**src/inc/imcdv_pkg.sv**
```systemverilog
// Package: register map, types and constants of the interrupt mode, clear and DMA vector block
package imcdv_pkg;
  localparam int NUM_VEC = 64;
  localparam int NUM_CH  = 4;
  localparam int NUM_RX  = 3;
  localparam int ADDR_W  = 12;
  localparam int EVT_W   = 6;

  // Register indices; the byte address is four times the index
  localparam logic [9:0] IDX_DMA_CH0_VEC = 10'h080;
  localparam logic [9:0] IDX_DMA_CH1_VEC = 10'h081;
  localparam logic [9:0] IDX_DMA_CH2_VEC = 10'h082;
  localparam logic [9:0] IDX_DMA_CH3_VEC = 10'h083;
  localparam logic [9:0] IDX_CLEAR_PORT  = 10'h088;
  localparam logic [9:0] IDX_MODE_CTRL   = 10'h08C;
  localparam logic [9:0] IDX_EVT_STATUS  = 10'h090;
  localparam logic [9:0] IDX_EVT_CLEAR   = 10'h091;
  localparam logic [9:0] IDX_EVT_ENABLE  = 10'h092;
  localparam logic [9:0] IDX_PRIO_ACCESS = 10'h093;
  localparam logic [9:0] IDX_PEND_LO     = 10'h094;
  localparam logic [9:0] IDX_PEND_HI     = 10'h095;

  // Field positions
  localparam int VEC_W         = 6;
  localparam int PRIO_CODE_LSB = 0;
  localparam int PRIO_SEL_LSB  = 8;
  localparam int EVT_DMA_LSB   = 0;
  localparam int EVT_NMI_BIT   = 4;
  localparam int EVT_EXT_IRQ_ZERO_BIT  = 5;

  // Source vectors
  localparam logic [5:0]                   VEC_EXT_IRQ_ZERO = 6'h0A;
  localparam logic [NUM_CH-1:0][5:0]       VEC_DMA_END      = {6'h2B, 6'h2A, 6'h29, 6'h28};
  localparam logic [NUM_RX-1:0][5:0]       VEC_SERIAL_RX    = {6'h24, 6'h22, 6'h20};

  localparam logic [1:0] RESP_OKAY   = 2'h0;
  localparam logic [1:0] RESP_SLVERR = 2'h2;

  typedef struct packed {
    logic              awvalid;
    logic [ADDR_W-1:0] awaddr;
    logic              wvalid;
    logic [31:0]       wdata;
    logic [3:0]        wstrb;
    logic              bready;
    logic              arvalid;
    logic [ADDR_W-1:0] araddr;
    logic              rready;
  } imcdv_axi_req_t;

  typedef struct packed {
    logic        awready;
    logic        wready;
    logic        bvalid;
    logic [1:0]  bresp;
    logic        arready;
    logic        rvalid;
    logic [31:0] rdata;
    logic [1:0]  rresp;
  } imcdv_axi_rsp_t;

  // Bit 2 edge select, bit 1 level select, bit 0 NMI both edges
  typedef struct packed {
    logic edgeSel;
    logic levelSel;
    logic nmiBothEdge;
  } imcdv_mode_t;

  typedef struct packed {
    imcdv_axi_rsp_t                rsp;
    logic                          awHeld;
    logic [ADDR_W-1:0]             awAddr;
    logic                          wHeld;
    logic [31:0]                   wData;
    logic [3:0]                    wStrb;
    imcdv_mode_t                   mode;
    logic [NUM_CH-1:0][5:0]        dmaVec;
    logic [NUM_VEC-1:0][2:0]       prio;
    logic [5:0]                    prioSel;
    logic [NUM_VEC-1:0]            pend;
    logic                          nmiPend;
    logic                          int0Prev;
    logic                          nmiPrev;
    logic [EVT_W-1:0]              evtStat;
    logic [EVT_W-1:0]              evtEn;
    logic                          irq;
    logic [NUM_CH-1:0]             dmaStart;
    logic                          intReqValid;
    logic [5:0]                    intReqVector;
    logic [2:0]                    intReqLevel;
  } imcdv_state_t;

  localparam imcdv_state_t IMCDV_RST = '{
    rsp: '{awready: 1'b1, wready: 1'b1, arready: 1'b1, default: '0},
    nmiPrev: 1'b1,
    default: '0
  };

  // Codes 1..6 give that level; 0 and 7 disable the source
  function automatic logic [2:0] imcdv_prio_level(input logic [2:0] code);
    return (code == 3'h7) ? 3'h0 : code;
  endfunction : imcdv_prio_level
endpackage : imcdv_pkg

```
**src/hdl/imcdv_ctrl.sv**
```systemverilog
// Interrupt trigger modes, pending-flag clear port and micro-DMA start vector assignment
//
// Behaviour
// - Priority codes 1-6 give levels; 0,7 disable
// - NMI on falling edge, or both when enabled
// - Clear-port write clears that vector's pending flag
// - Four read/write six-bit channel vectors, reset zero
// - Matching source starts DMA, not an interrupt
// - Transfer end interrupts and clears channel vector
// - Shared vector: lowest channel number wins
// - Cleared lower channel hands source to next
// - EXT_IRQ_ZERO level mode bypasses flag, clears it
// - Clear port never clears serial receive flags
`timescale 1ns/100ps
`default_nettype none
module imcdv_ctrl (
  // Clock and reset
  input  wire logic                                   sys_clk,
  input  wire logic                                   reset,
  // Register bus
  input  wire imcdv_pkg::imcdv_axi_req_t              axiReq,
  output var  imcdv_pkg::imcdv_axi_rsp_t              axiRsp,
  // Pins, synchronous to sys_clk
  input  wire logic                                   int0Pin,
  input  wire logic                                   pinIsIrq,
  input  wire logic                                   nmiPin,
  // Peripheral request pulses and receive buffer reads
  input  wire logic [imcdv_pkg::NUM_VEC-1:0]          periphReq,
  input  wire logic [imcdv_pkg::NUM_RX-1:0]           rxBufRead,
  // CPU core
  output logic                                        intReqValid,
  output logic [5:0]                                  intReqVector,
  output logic [2:0]                                  intReqLevel,
  input  wire logic                                   intAck,
  input  wire logic [5:0]                             intAckVector,
  output logic                                        nmiReq,
  input  wire logic                                   nmiAck,
  // Micro-DMA engine
  output logic [imcdv_pkg::NUM_CH-1:0]                dmaStart,
  input  wire logic [imcdv_pkg::NUM_CH-1:0]           dmaDone,
  // Event interrupt
  output logic                                        irq
);
  import imcdv_pkg::*;

  imcdv_state_t         s;
  imcdv_state_t         next_s;
  logic                 wrFire;
  logic [9:0]           wrIdx;
  logic [9:0]           rdIdx;
  logic                 clrFire;
  logic [5:0]           clrVec;
  logic                 isRx;
  logic                 int0Hit;
  logic                 nmiHit;
  logic [NUM_VEC-1:0]   srcSet;
  logic [NUM_VEC-1:0]   srcClr;
  logic [NUM_VEC-1:0]   taken;
  logic [NUM_VEC-1:0]   assigned;
  logic [EVT_W-1:0]     evtClr;
  logic [31:0]          rdData;
  logic                 rdOk;
  logic                 wrOk;
  logic [2:0]           bestLvl;
  logic [5:0]           bestVec;
  logic [2:0]           lvl;
  logic                 req;
  logic [5:0]           prioIdx;

  always_comb begin
    next_s   = s;
    wrFire   = s.awHeld && s.wHeld;
    wrIdx    = s.awAddr[ADDR_W-1:2];
    rdIdx    = axiReq.araddr[ADDR_W-1:2];
    clrFire  = 1'b0;
    clrVec   = s.wData[VEC_W-1:0];
    isRx     = 1'b0;
    srcClr   = '0;
    srcSet   = periphReq;
    taken    = '0;
    assigned = '0;
    evtClr   = '0;
    rdData   = '0;
    rdOk     = 1'b1;
    wrOk     = 1'b1;
    bestLvl  = '0;
    bestVec  = '0;
    lvl      = '0;
    req      = 1'b0;
    prioIdx  = s.prioSel;
    next_s.dmaStart = '0;

    // Address and data are taken in either order, then the write is done
    if (axiReq.awvalid && s.rsp.awready) begin
      next_s.awHeld      = 1'b1;
      next_s.awAddr      = axiReq.awaddr;
      next_s.rsp.awready = 1'b0;
    end
    if (axiReq.wvalid && s.rsp.wready) begin
      next_s.wHeld      = 1'b1;
      next_s.wData      = axiReq.wdata;
      next_s.wStrb      = axiReq.wstrb;
      next_s.rsp.wready = 1'b0;
    end
    if (wrFire) begin
      next_s.awHeld = 1'b0;
      next_s.wHeld  = 1'b0;
      if (wrIdx[9:2] == IDX_DMA_CH0_VEC[9:2]) begin
        if (s.wStrb[0])
          next_s.dmaVec[wrIdx[1:0]] = s.wData[VEC_W-1:0];
      end else begin
        case (wrIdx)
          IDX_CLEAR_PORT:  clrFire = s.wStrb[0];
          IDX_MODE_CTRL:   if (s.wStrb[0]) next_s.mode = imcdv_mode_t'(s.wData[2:0]);
          IDX_EVT_CLEAR:   if (s.wStrb[0]) evtClr = s.wData[EVT_W-1:0];
          IDX_EVT_ENABLE:  if (s.wStrb[0]) next_s.evtEn = s.wData[EVT_W-1:0];
          IDX_PRIO_ACCESS: begin
            if (s.wStrb[1]) begin
              prioIdx        = s.wData[PRIO_SEL_LSB +: VEC_W];
              next_s.prioSel = prioIdx;
            end
            if (s.wStrb[0])
              next_s.prio[prioIdx] = s.wData[PRIO_CODE_LSB +: 3];
          end
          IDX_EVT_STATUS, IDX_PEND_LO, IDX_PEND_HI: wrOk = 1'b1;
          default: wrOk = 1'b0;
        endcase
      end
      next_s.rsp.bvalid = 1'b1;
      next_s.rsp.bresp  = wrOk ? RESP_OKAY : RESP_SLVERR;
    end
    if (s.rsp.bvalid && axiReq.bready) begin
      next_s.rsp.bvalid  = 1'b0;
      next_s.rsp.awready = 1'b1;
      next_s.rsp.wready  = 1'b1;
    end

    // Read path; write-only registers read as zero
    if (rdIdx[9:2] == IDX_DMA_CH0_VEC[9:2]) begin
      rdData[VEC_W-1:0] = s.dmaVec[rdIdx[1:0]];
    end else begin
      case (rdIdx)
        IDX_CLEAR_PORT, IDX_MODE_CTRL, IDX_EVT_CLEAR: rdData = '0;
        IDX_EVT_STATUS:  rdData[EVT_W-1:0] = s.evtStat;
        IDX_EVT_ENABLE:  rdData[EVT_W-1:0] = s.evtEn;
        IDX_PRIO_ACCESS: begin
          rdData[PRIO_SEL_LSB +: VEC_W] = s.prioSel;
          rdData[PRIO_CODE_LSB +: 3]    = s.prio[s.prioSel];
        end
        IDX_PEND_LO:     rdData = s.pend[31:0];
        IDX_PEND_HI:     rdData = s.pend[63:32];
        default:         rdOk = 1'b0;
      endcase
    end
    if (axiReq.arvalid && s.rsp.arready) begin
      next_s.rsp.arready = 1'b0;
      next_s.rsp.rvalid  = 1'b1;
      next_s.rsp.rdata   = rdData;
      next_s.rsp.rresp   = rdOk ? RESP_OKAY : RESP_SLVERR;
    end
    if (s.rsp.rvalid && axiReq.rready) begin
      next_s.rsp.rvalid  = 1'b0;
      next_s.rsp.arready = 1'b1;
    end

    // Pin edges against the previous sample
    int0Hit = pinIsIrq && !s.mode.levelSel &&
              (s.mode.edgeSel ? (s.int0Prev && !int0Pin) : (!s.int0Prev && int0Pin));
    nmiHit  = (s.nmiPrev && !nmiPin) || (s.mode.nmiBothEdge && !s.nmiPrev && nmiPin);
    next_s.int0Prev = int0Pin;
    next_s.nmiPrev  = nmiPin;
    next_s.nmiPend  = (s.nmiPend && !nmiAck) || nmiHit;
    srcSet[VEC_EXT_IRQ_ZERO] = srcSet[VEC_EXT_IRQ_ZERO] | int0Hit;

    // Receive flags clear on a buffer read, never through the clear port
    for (int r = 0; r < NUM_RX; r++) begin
      if (clrVec == VEC_SERIAL_RX[r])
        isRx = 1'b1;
      if (rxBufRead[r])
        srcClr[VEC_SERIAL_RX[r]] = 1'b1;
    end
    if (clrFire && !isRx)
      srcClr[clrVec] = 1'b1;
    if (intAck)
      srcClr[intAckVector] = 1'b1;

    // Lowest channel claims a shared vector first; a cleared channel lets the next one take it
    for (int c = 0; c < NUM_CH; c++) begin
      if (s.dmaVec[c] != '0) begin
        assigned[s.dmaVec[c]] = 1'b1;
        if (s.pend[s.dmaVec[c]] && !taken[s.dmaVec[c]]) begin
          taken[s.dmaVec[c]]  = 1'b1;
          srcClr[s.dmaVec[c]] = 1'b1;
          next_s.dmaStart[c]  = 1'b1;
        end
      end
      if (dmaDone[c]) begin
        next_s.dmaVec[c]       = '0;
        srcSet[VEC_DMA_END[c]] = 1'b1;
      end
    end

    // Set wins over clear
    next_s.pend = (s.pend & ~srcClr) | srcSet;
    if (next_s.mode.levelSel)
      next_s.pend[VEC_EXT_IRQ_ZERO] = 1'b0;

    next_s.evtStat = (s.evtStat & ~evtClr) |
                     {int0Hit, nmiHit, dmaDone};
    next_s.irq     = |(next_s.evtStat & next_s.evtEn);

    // Highest enabled level wins, ties go to the lower vector
    for (int v = 0; v < NUM_VEC; v++) begin
      lvl = imcdv_prio_level(s.prio[v]);
      if (6'(v) == VEC_EXT_IRQ_ZERO && s.mode.levelSel)
        req = pinIsIrq && (int0Pin ^ s.mode.edgeSel);
      else
        req = s.pend[v];
      if (req && !assigned[v] && lvl > bestLvl) begin
        bestLvl = lvl;
        bestVec = 6'(v);
      end
    end
    next_s.intReqValid  = bestLvl != '0;
    next_s.intReqVector = bestVec;
    next_s.intReqLevel  = bestLvl;
  end

  always_ff @(posedge sys_clk or posedge reset) begin
    if (reset)
      s <= IMCDV_RST;
    else
      s <= next_s;
  end

  assign axiRsp       = s.rsp;
  assign intReqValid  = s.intReqValid;
  assign intReqVector = s.intReqVector;
  assign intReqLevel  = s.intReqLevel;
  assign nmiReq       = s.nmiPend;
  assign dmaStart     = s.dmaStart;
  assign irq          = s.irq;
endmodule : imcdv_ctrl
`default_nettype wire

```
**config.mk**
```make
export PLATFORM = sky130hd
export DESIGN_NAME = imcdv_ctrl
export DESIGN_NICKNAME = d
export VERILOG_FILES = /design/src/inc/imcdv_pkg.sv /design/src/hdl/imcdv_ctrl.sv
export SDC_FILE = /design/constraint.sdc
export NUM_CORES = 2
export LEC_CHECK = 0
export BUFFER_PORTS_ARGS = -buffer_cell sky130_fd_sc_hd__buf_2
export CORE_MARGIN = 2
export CORE_UTILIZATION = 39
export CTS_CLUSTER_DIAMETER = 30
export DETAILED_ROUTE_END_ITERATION = 10
export MAX_ROUTING_LAYER = met4
export PLACE_DENSITY = 0.59
export SLEW_MARGIN = 10
export SYNTH_ARGS = -nofsm -noshare
export SYNTH_HDL_FRONTEND = slang
export SYNTH_SLANG_ARGS = --single-unit
export TNS_END_PERCENT = 20
```
**constraint.sdc**
```tcl
create_clock -name sys_clk -period 253.3 [get_ports sys_clk]
set_clock_uncertainty 0.2 [all_clocks]
set_input_delay 12.665 -clock sys_clk [delete_from_list [all_inputs] [get_ports sys_clk]]
set_output_delay 12.665 -clock sys_clk [all_outputs]
set_load 0.02 [all_outputs]
```
# [After elaboration in Yosys (flattened, before gate mapping)]
# Memory sizes are Yosys's and may differ from the RTL's.
# Cells that the tools add are included.
[totals] out_inout_bits=57 latchBits=0 ram_bits=0 regBits=410 romBits=64 inputBits=149 memories=1 wordCells=872
[memory_table] name="(name not given)" depth=64 width=1 read_ports=1 rd_ports_with_merged_regs=0 wr=0 line="imcdv_ctrl.sv:191" source="if (s.pend[s.dmaVec[c]] && !taken[s.dmaVec[c]]) begin"
[op_classes] shifts=0 n_bitwise=21 order_cmp=82 multipliers=0 reduce_logical=266 div=0 mux=321 addsub=0 eq_ne=85
[ops] cell="$mux 64" n=20
[ops] cell="$or 64x64->64" n=11
[ops] cell="$mux 6" n=81
[ops] cell="$mux 198" n=2
[ops] cell="$mux 3" n=132
[ops] cell="$mux 224" n=1
[ops] cell="$bwmux 192" n=1
[ops] cell="$eq 3x3->1 const B" n=64
[ops] cell="$mux 192" n=1
[ops] cell="$gt 3x3->1" n=63
[ops] cell="$eq 10x8->1 const B" n=16
[ops] cell="$logic_and 1x1->1" n=156
[ops] cell="$logic_not 1->1" n=75
[ops] cell="$and 64x64->64" n=1
[ops] cell="$not 64->64" n=1
[ops] cell="$or 37x64->64" n=1
[ops] cell="$lt 6x7->1 const B" n=8
[ops] cell="$mux 1" n=48
[ops] cell="$mux 24" n=2
[ops] cell="$bmux 1 s6" n=7
[ops] cell="$ge 6x1->1 const B" n=7
[ops] cell="$mux 37" n=1
[ops] cell="$demux 1 s6" n=6
[ops] cell="$mux 36" n=1
[ops] cell="other kinds (32)" n=69

# [Logic depth before layout (Yosys ltp)]
[depth] depth_word=205 mapped_depth=567 mapped_depth_nobuf=554

# [Worst setup path before layout]
# Ideal clock, no wire load.
[synth_path] path_kind="reg2reg" start="register s[30] (netlist name)" end="register s (netlist bit intReqValid)" synth_period_minus_slack_ns=89.389 stages_incl_launch_ff=514 path_buffers=15 t_required_ns=252.968 setup_time_ns=0.132 setup_slack_ns=163.911 arrival_time_ns=89.056 cell_sequence="dfrtp_1 clkbuf_1 nand3_1 ha_1 nor2b_1 o21a_1 o221a_2 and4_1 or2_2 ha_1 nand3_1 nand2_1 a221oi_1 nand2_1 a21oi_1 inv_1 ha_1 a21oi_1 [... 478 more ...] mux2_2 ha_1 a21oi_1 a21oi_1 o21ai_1 a21o_1 buf_2 nand2_1 o21a_1 ha_1 nor2b_1 o21ai_0 a21oi_1 and3_1 clkbuf_1 o32ai_1 a221oi_2 nand3b_1"
[synth_rtl] item="from (decl)" line="imcdv_ctrl.sv:46" source="imcdv_state_t s;"
[synth_rtl] item="from (signal assigned)" line="imcdv_ctrl.sv:233" source="s <= next_s;"

# [Final worst setup path]
[layout_path] start="register s[298] (netlist name)" end="register s (netlist bit intReqVector[5])"
[layout_via] elab_chain_len=203 elab_cells_between_ends=391 cone_classes="order compare (65); mux (129); bitwise (3); reduce/logical (194)"
[layout_lines] item="$lt 6x7->1 (implied by the code) / $ge 6x1->1 (equally long branches)" line="imcdv_ctrl.sv:190" source="assigned[s.dmaVec[c]] = 1'b1;"
[layout_lines] item="$logic_and 1x1->1 (implied by the code)" line="imcdv_ctrl.sv:190"
[layout_lines] item="$mux 1 (implied by the code)" line="imcdv_ctrl.sv:190"
[layout_lines] item="$demux 1 s6" line="imcdv_ctrl.sv:190"
[layout_lines] item="$or 64x64->64 (no line)"
[layout_lines] item="$mux 64 (*)" line="imcdv_ctrl.sv:189" source="if (s.dmaVec[c] != '0) begin"
[layout_lines] item="$or 64x64->64 (no line)"
[layout_lines] item="$mux 64 (*)" line="imcdv_ctrl.sv:189"
[layout_lines] item="[... 188 more ...]"
[layout_lines] item="$mux 3" line="imcdv_ctrl.sv:219" source="if (req && !assigned[v] && lvl > bestLvl) begin"
[layout_lines] item="$gt 3x3->1" line="imcdv_ctrl.sv:219"
[layout_lines] item="$logic_and 1x1->1" line="imcdv_ctrl.sv:219"
[layout_lines] item="$mux 3" line="imcdv_ctrl.sv:219"
[layout_lines] item="$gt 3x3->1" line="imcdv_ctrl.sv:219"
[layout_lines] item="$logic_and 1x1->1" line="imcdv_ctrl.sv:219"
[layout_lines] item="$mux 6 (*)" line="imcdv_ctrl.sv:219"
[layout_lines] item="net bestVec[5]" line="imcdv_ctrl.sv:65" source="logic [5:0] bestVec;"
# Mark *: on every way through the listed nets, which the timed path passes. The rest lies on a longest branch.
# A chain may end at the register's enable or synchronous reset.

==> out/results.txt <==
outcome - completed
largest net degree at the start of global routing - 139
critical path endpoint category - flop
Worst setup SP type - flop
Syn Std Cell Area - 0.0359 mm²
RSZ-0062 raised after global routing - no
Placer Congestion - 1.09
# setup viols final - 0
CP Max Fanout - 38
# DRC - 0
Layout fillers - 9047
post-route ant nets - 0
Final Non-Filler Cells - 5663
Hold EP - axiRsp[26]
critical path's most frequent cell - a21oi_1
Reg2Reg Depth - 509
R2R Path Start - s[298]
H-tree Lvls - 3
Die Y - 307 µm
Worst path max stage delay - 0.81 ns
fin crit period - 110.60 ns
num rows - 111
Post-synth EDFFs - 0
die width - 307 µm
CTS sink count - 384
library cells used by synthesis - 123
Yosys warnings - 0
core area - 0.0915 mm²
P&R area growth vs syn - 15.3%
Worst R2R Setup Slack - 142.70 ns
#FFs+latches synth - 384
slew margin rel. - 0.177
Avg Vias per Cell - 6.73
GRT overflow - 0
setup TNS - 0 ns
I/O Buffers - 177
Nets - 4657
TritonCTS Buffers - 96
IO Pins - 206
CTS tree - built
ys async rst share - 1.00
DR iter-0 viols - 5229
worst setup path category - reg2reg
HP Class - reg2reg
Synth Flop Type - dfrtp_1
Worst Tran Pin Value - 1.22 ns
RR Endpoint - intReqVector[5]
hold_ws - 0.271 ns
# resized after CTS - 0
Starting Density - 0.393
DR vias - 38100
initial antenna violation count - 15
Worst Hold Launch - axiRsp[26]
DP HPWL - 134000 µm
Final Max Tran Viols - 0
Max clock buf depth - 3
Arr. time, crit path - 110.91 ns
root buffer cell - clkbuf_16
syn avg cell area - 8.38 µm²
Avg WL per Cell - 32.2 µm
GRT Util Overall - 0.389
first-pass GRT wire length - 260000 µm
DRT Pass-1 Iters - 8
layout cells sized above 1 - 0.224
die area - 0.0946 mm²
final worst path period share - 0.437
Synth Instances - 4287
Max Freq - 0.00904 GHz
max_cap viols - 0
sequential share of the synthesized area - 0.268
Hold Crit Depth - 2
Setup Fix Bufs, Post-CTS - 0
Hold Buf Count CTS - 0
Post-Place Cells - 5467
Critical Path RT - 253.61 ns
Placed Instance Area - 0.0378 mm²
Design Area, Final - 0.0414 mm²
Worst-path clk slew - 0.05 ns
vias in the first global route - 36000
slowest CP cell - a2111oi_1
Hold Fails Final Rpt - 0
total wire length - 182000 µm
later-pin clock latency in the skew report - 0.71 ns
## through the flow
step                      utilization  setup slack, ns
after CTS                       0.452           144.86
after floorplan                     -           163.91
after global placement          0.413           145.71
final                           0.453           142.70
after detailed placement        0.413           145.45
after global routing            0.452           133.76
## worst max-delay path by stage
stage | from | to | slack [ns] | depth (start not counted)
6_report | s[298] | intReqVector[5] | 142.70 | 509
5_1_grt | s[298] | intReqVector[5] | 133.76 | 511
4_1_cts | s[298] | intReqVector[5] | 144.86 | 505
3_5_place_dp | s[298] | intReqVector[5] | 145.45 | 504
3_3_place_gp | s[298] | intReqVector[5] | 145.71 | 502
2_1_floorplan | s[30] | intReqValid | 163.91 | 513
## synthesized netlist by cell type (all sizes together) (28+ instances only)
cell	count	area, µm²
o211ai	28	210
nor4	48	362
a21o	32	240
clkbuf	175	658
nand2b	81	509
and2	50	315
nand2	528	1980
a31oi	39	244
mux4	83	1870
nor2	298	1130
or2	55	344
ha	129	1610
a22oi	33	248
o22ai	151	970
nor2b	70	438
dfrtp	380	9510
inv	144	541
nand3	102	510
mux2	272	3060
mux2i	89	895
and3	33	206
o21ai	280	1410
buf	145	933
o221ai	47	412
a21boi	96	728
or3	35	219
nand4	28	188
nor3	113	591
a211oi	65	493
a21oi	209	1080
nand3b	37	278
## logic make-up after synthesis
kind of cell               share of synthesized area
and+or+nand+nor                                0.224
AOI/OAI and AO/OA                              0.237
buffers and inverters                         0.0595
muxes                                          0.162
DFF                                            0.268
adders and majority gates                     0.0464
xor gates and xnor gates                     0.00317
other                                       0.000104
## sequential cells by signal, summed over array words and instances (netlist names)
signal / cells
s: 322
axiRsp: 39
clrVec: 6
intReqVector: 6
dmaStart: 4
intReqLevel: 3
intReqValid: 1
irq: 1
nmiReq: 1
req: 1
## worst max-delay path: cells and delay by family, from the launching register on
| family | cells | cell delay [ns] |
|---|---|---|
| buffers and inverters | 32 | 3.17 |
| muxes | 19 | 6.28 |
| AOI/OAI and AO/OA | 240 | 54.02 |
| DFF | 1 | 0.36 |
| adders and majority gates | 67 | 18.76 |
| and+or+nand+nor | 151 | 27.45 |
## cell type report
type | count | area, µm² | area share
sequential | 384 | 9630 | 0.232
antenna | 18 | 45.0 | 0.00109
inverter | 145 | 552 | 0.0133
multi-input combinational | 3439 | 24200 | 0.585
clock buffer | 118 | 2630 | 0.0634
tap | 1186 | 1480 | 0.0358
clock inverter | 60 | 953 | 0.0230
timing repair buffer | 313 | 1920 | 0.0463
## layer usage
metal,up-vias,share of wire,global-route usage
met1,18700,0.41,0.494
met4,0,0.068,0.231
met5,-,0,-
met3,698,0.10,0.101
met2,2401,0.42,0.556
li1,16300,-,-
## cells in the final DEF, fill, tap and decap left out, types with 35 or more instances in the layout
master     instances
a21boi_0          93
ha_1             129
nor2b_1           70
or2_2             48
a211oi_1          64
clkbuf_16         96
and2_1            48
a31oi_1           39
nor3_1           107
nand2b_1          80
o21ai_0          267
buf_4            135
buf_2            177
inv_1            142
nor2_1           292
or3_1             35
a21oi_1          201
mux2i_1           88
nor4_1            41
o221ai_1          47
mux2_2           271
nand3b_1          37
dfrtp_1          373
o22ai_1          147
nand2_1          528
nand3_1          102
mux4_2            83
Power is left out: the tool's default activity adds up to more than one toggle a clock period on the data nets, which glitch-free logic cannot reach.
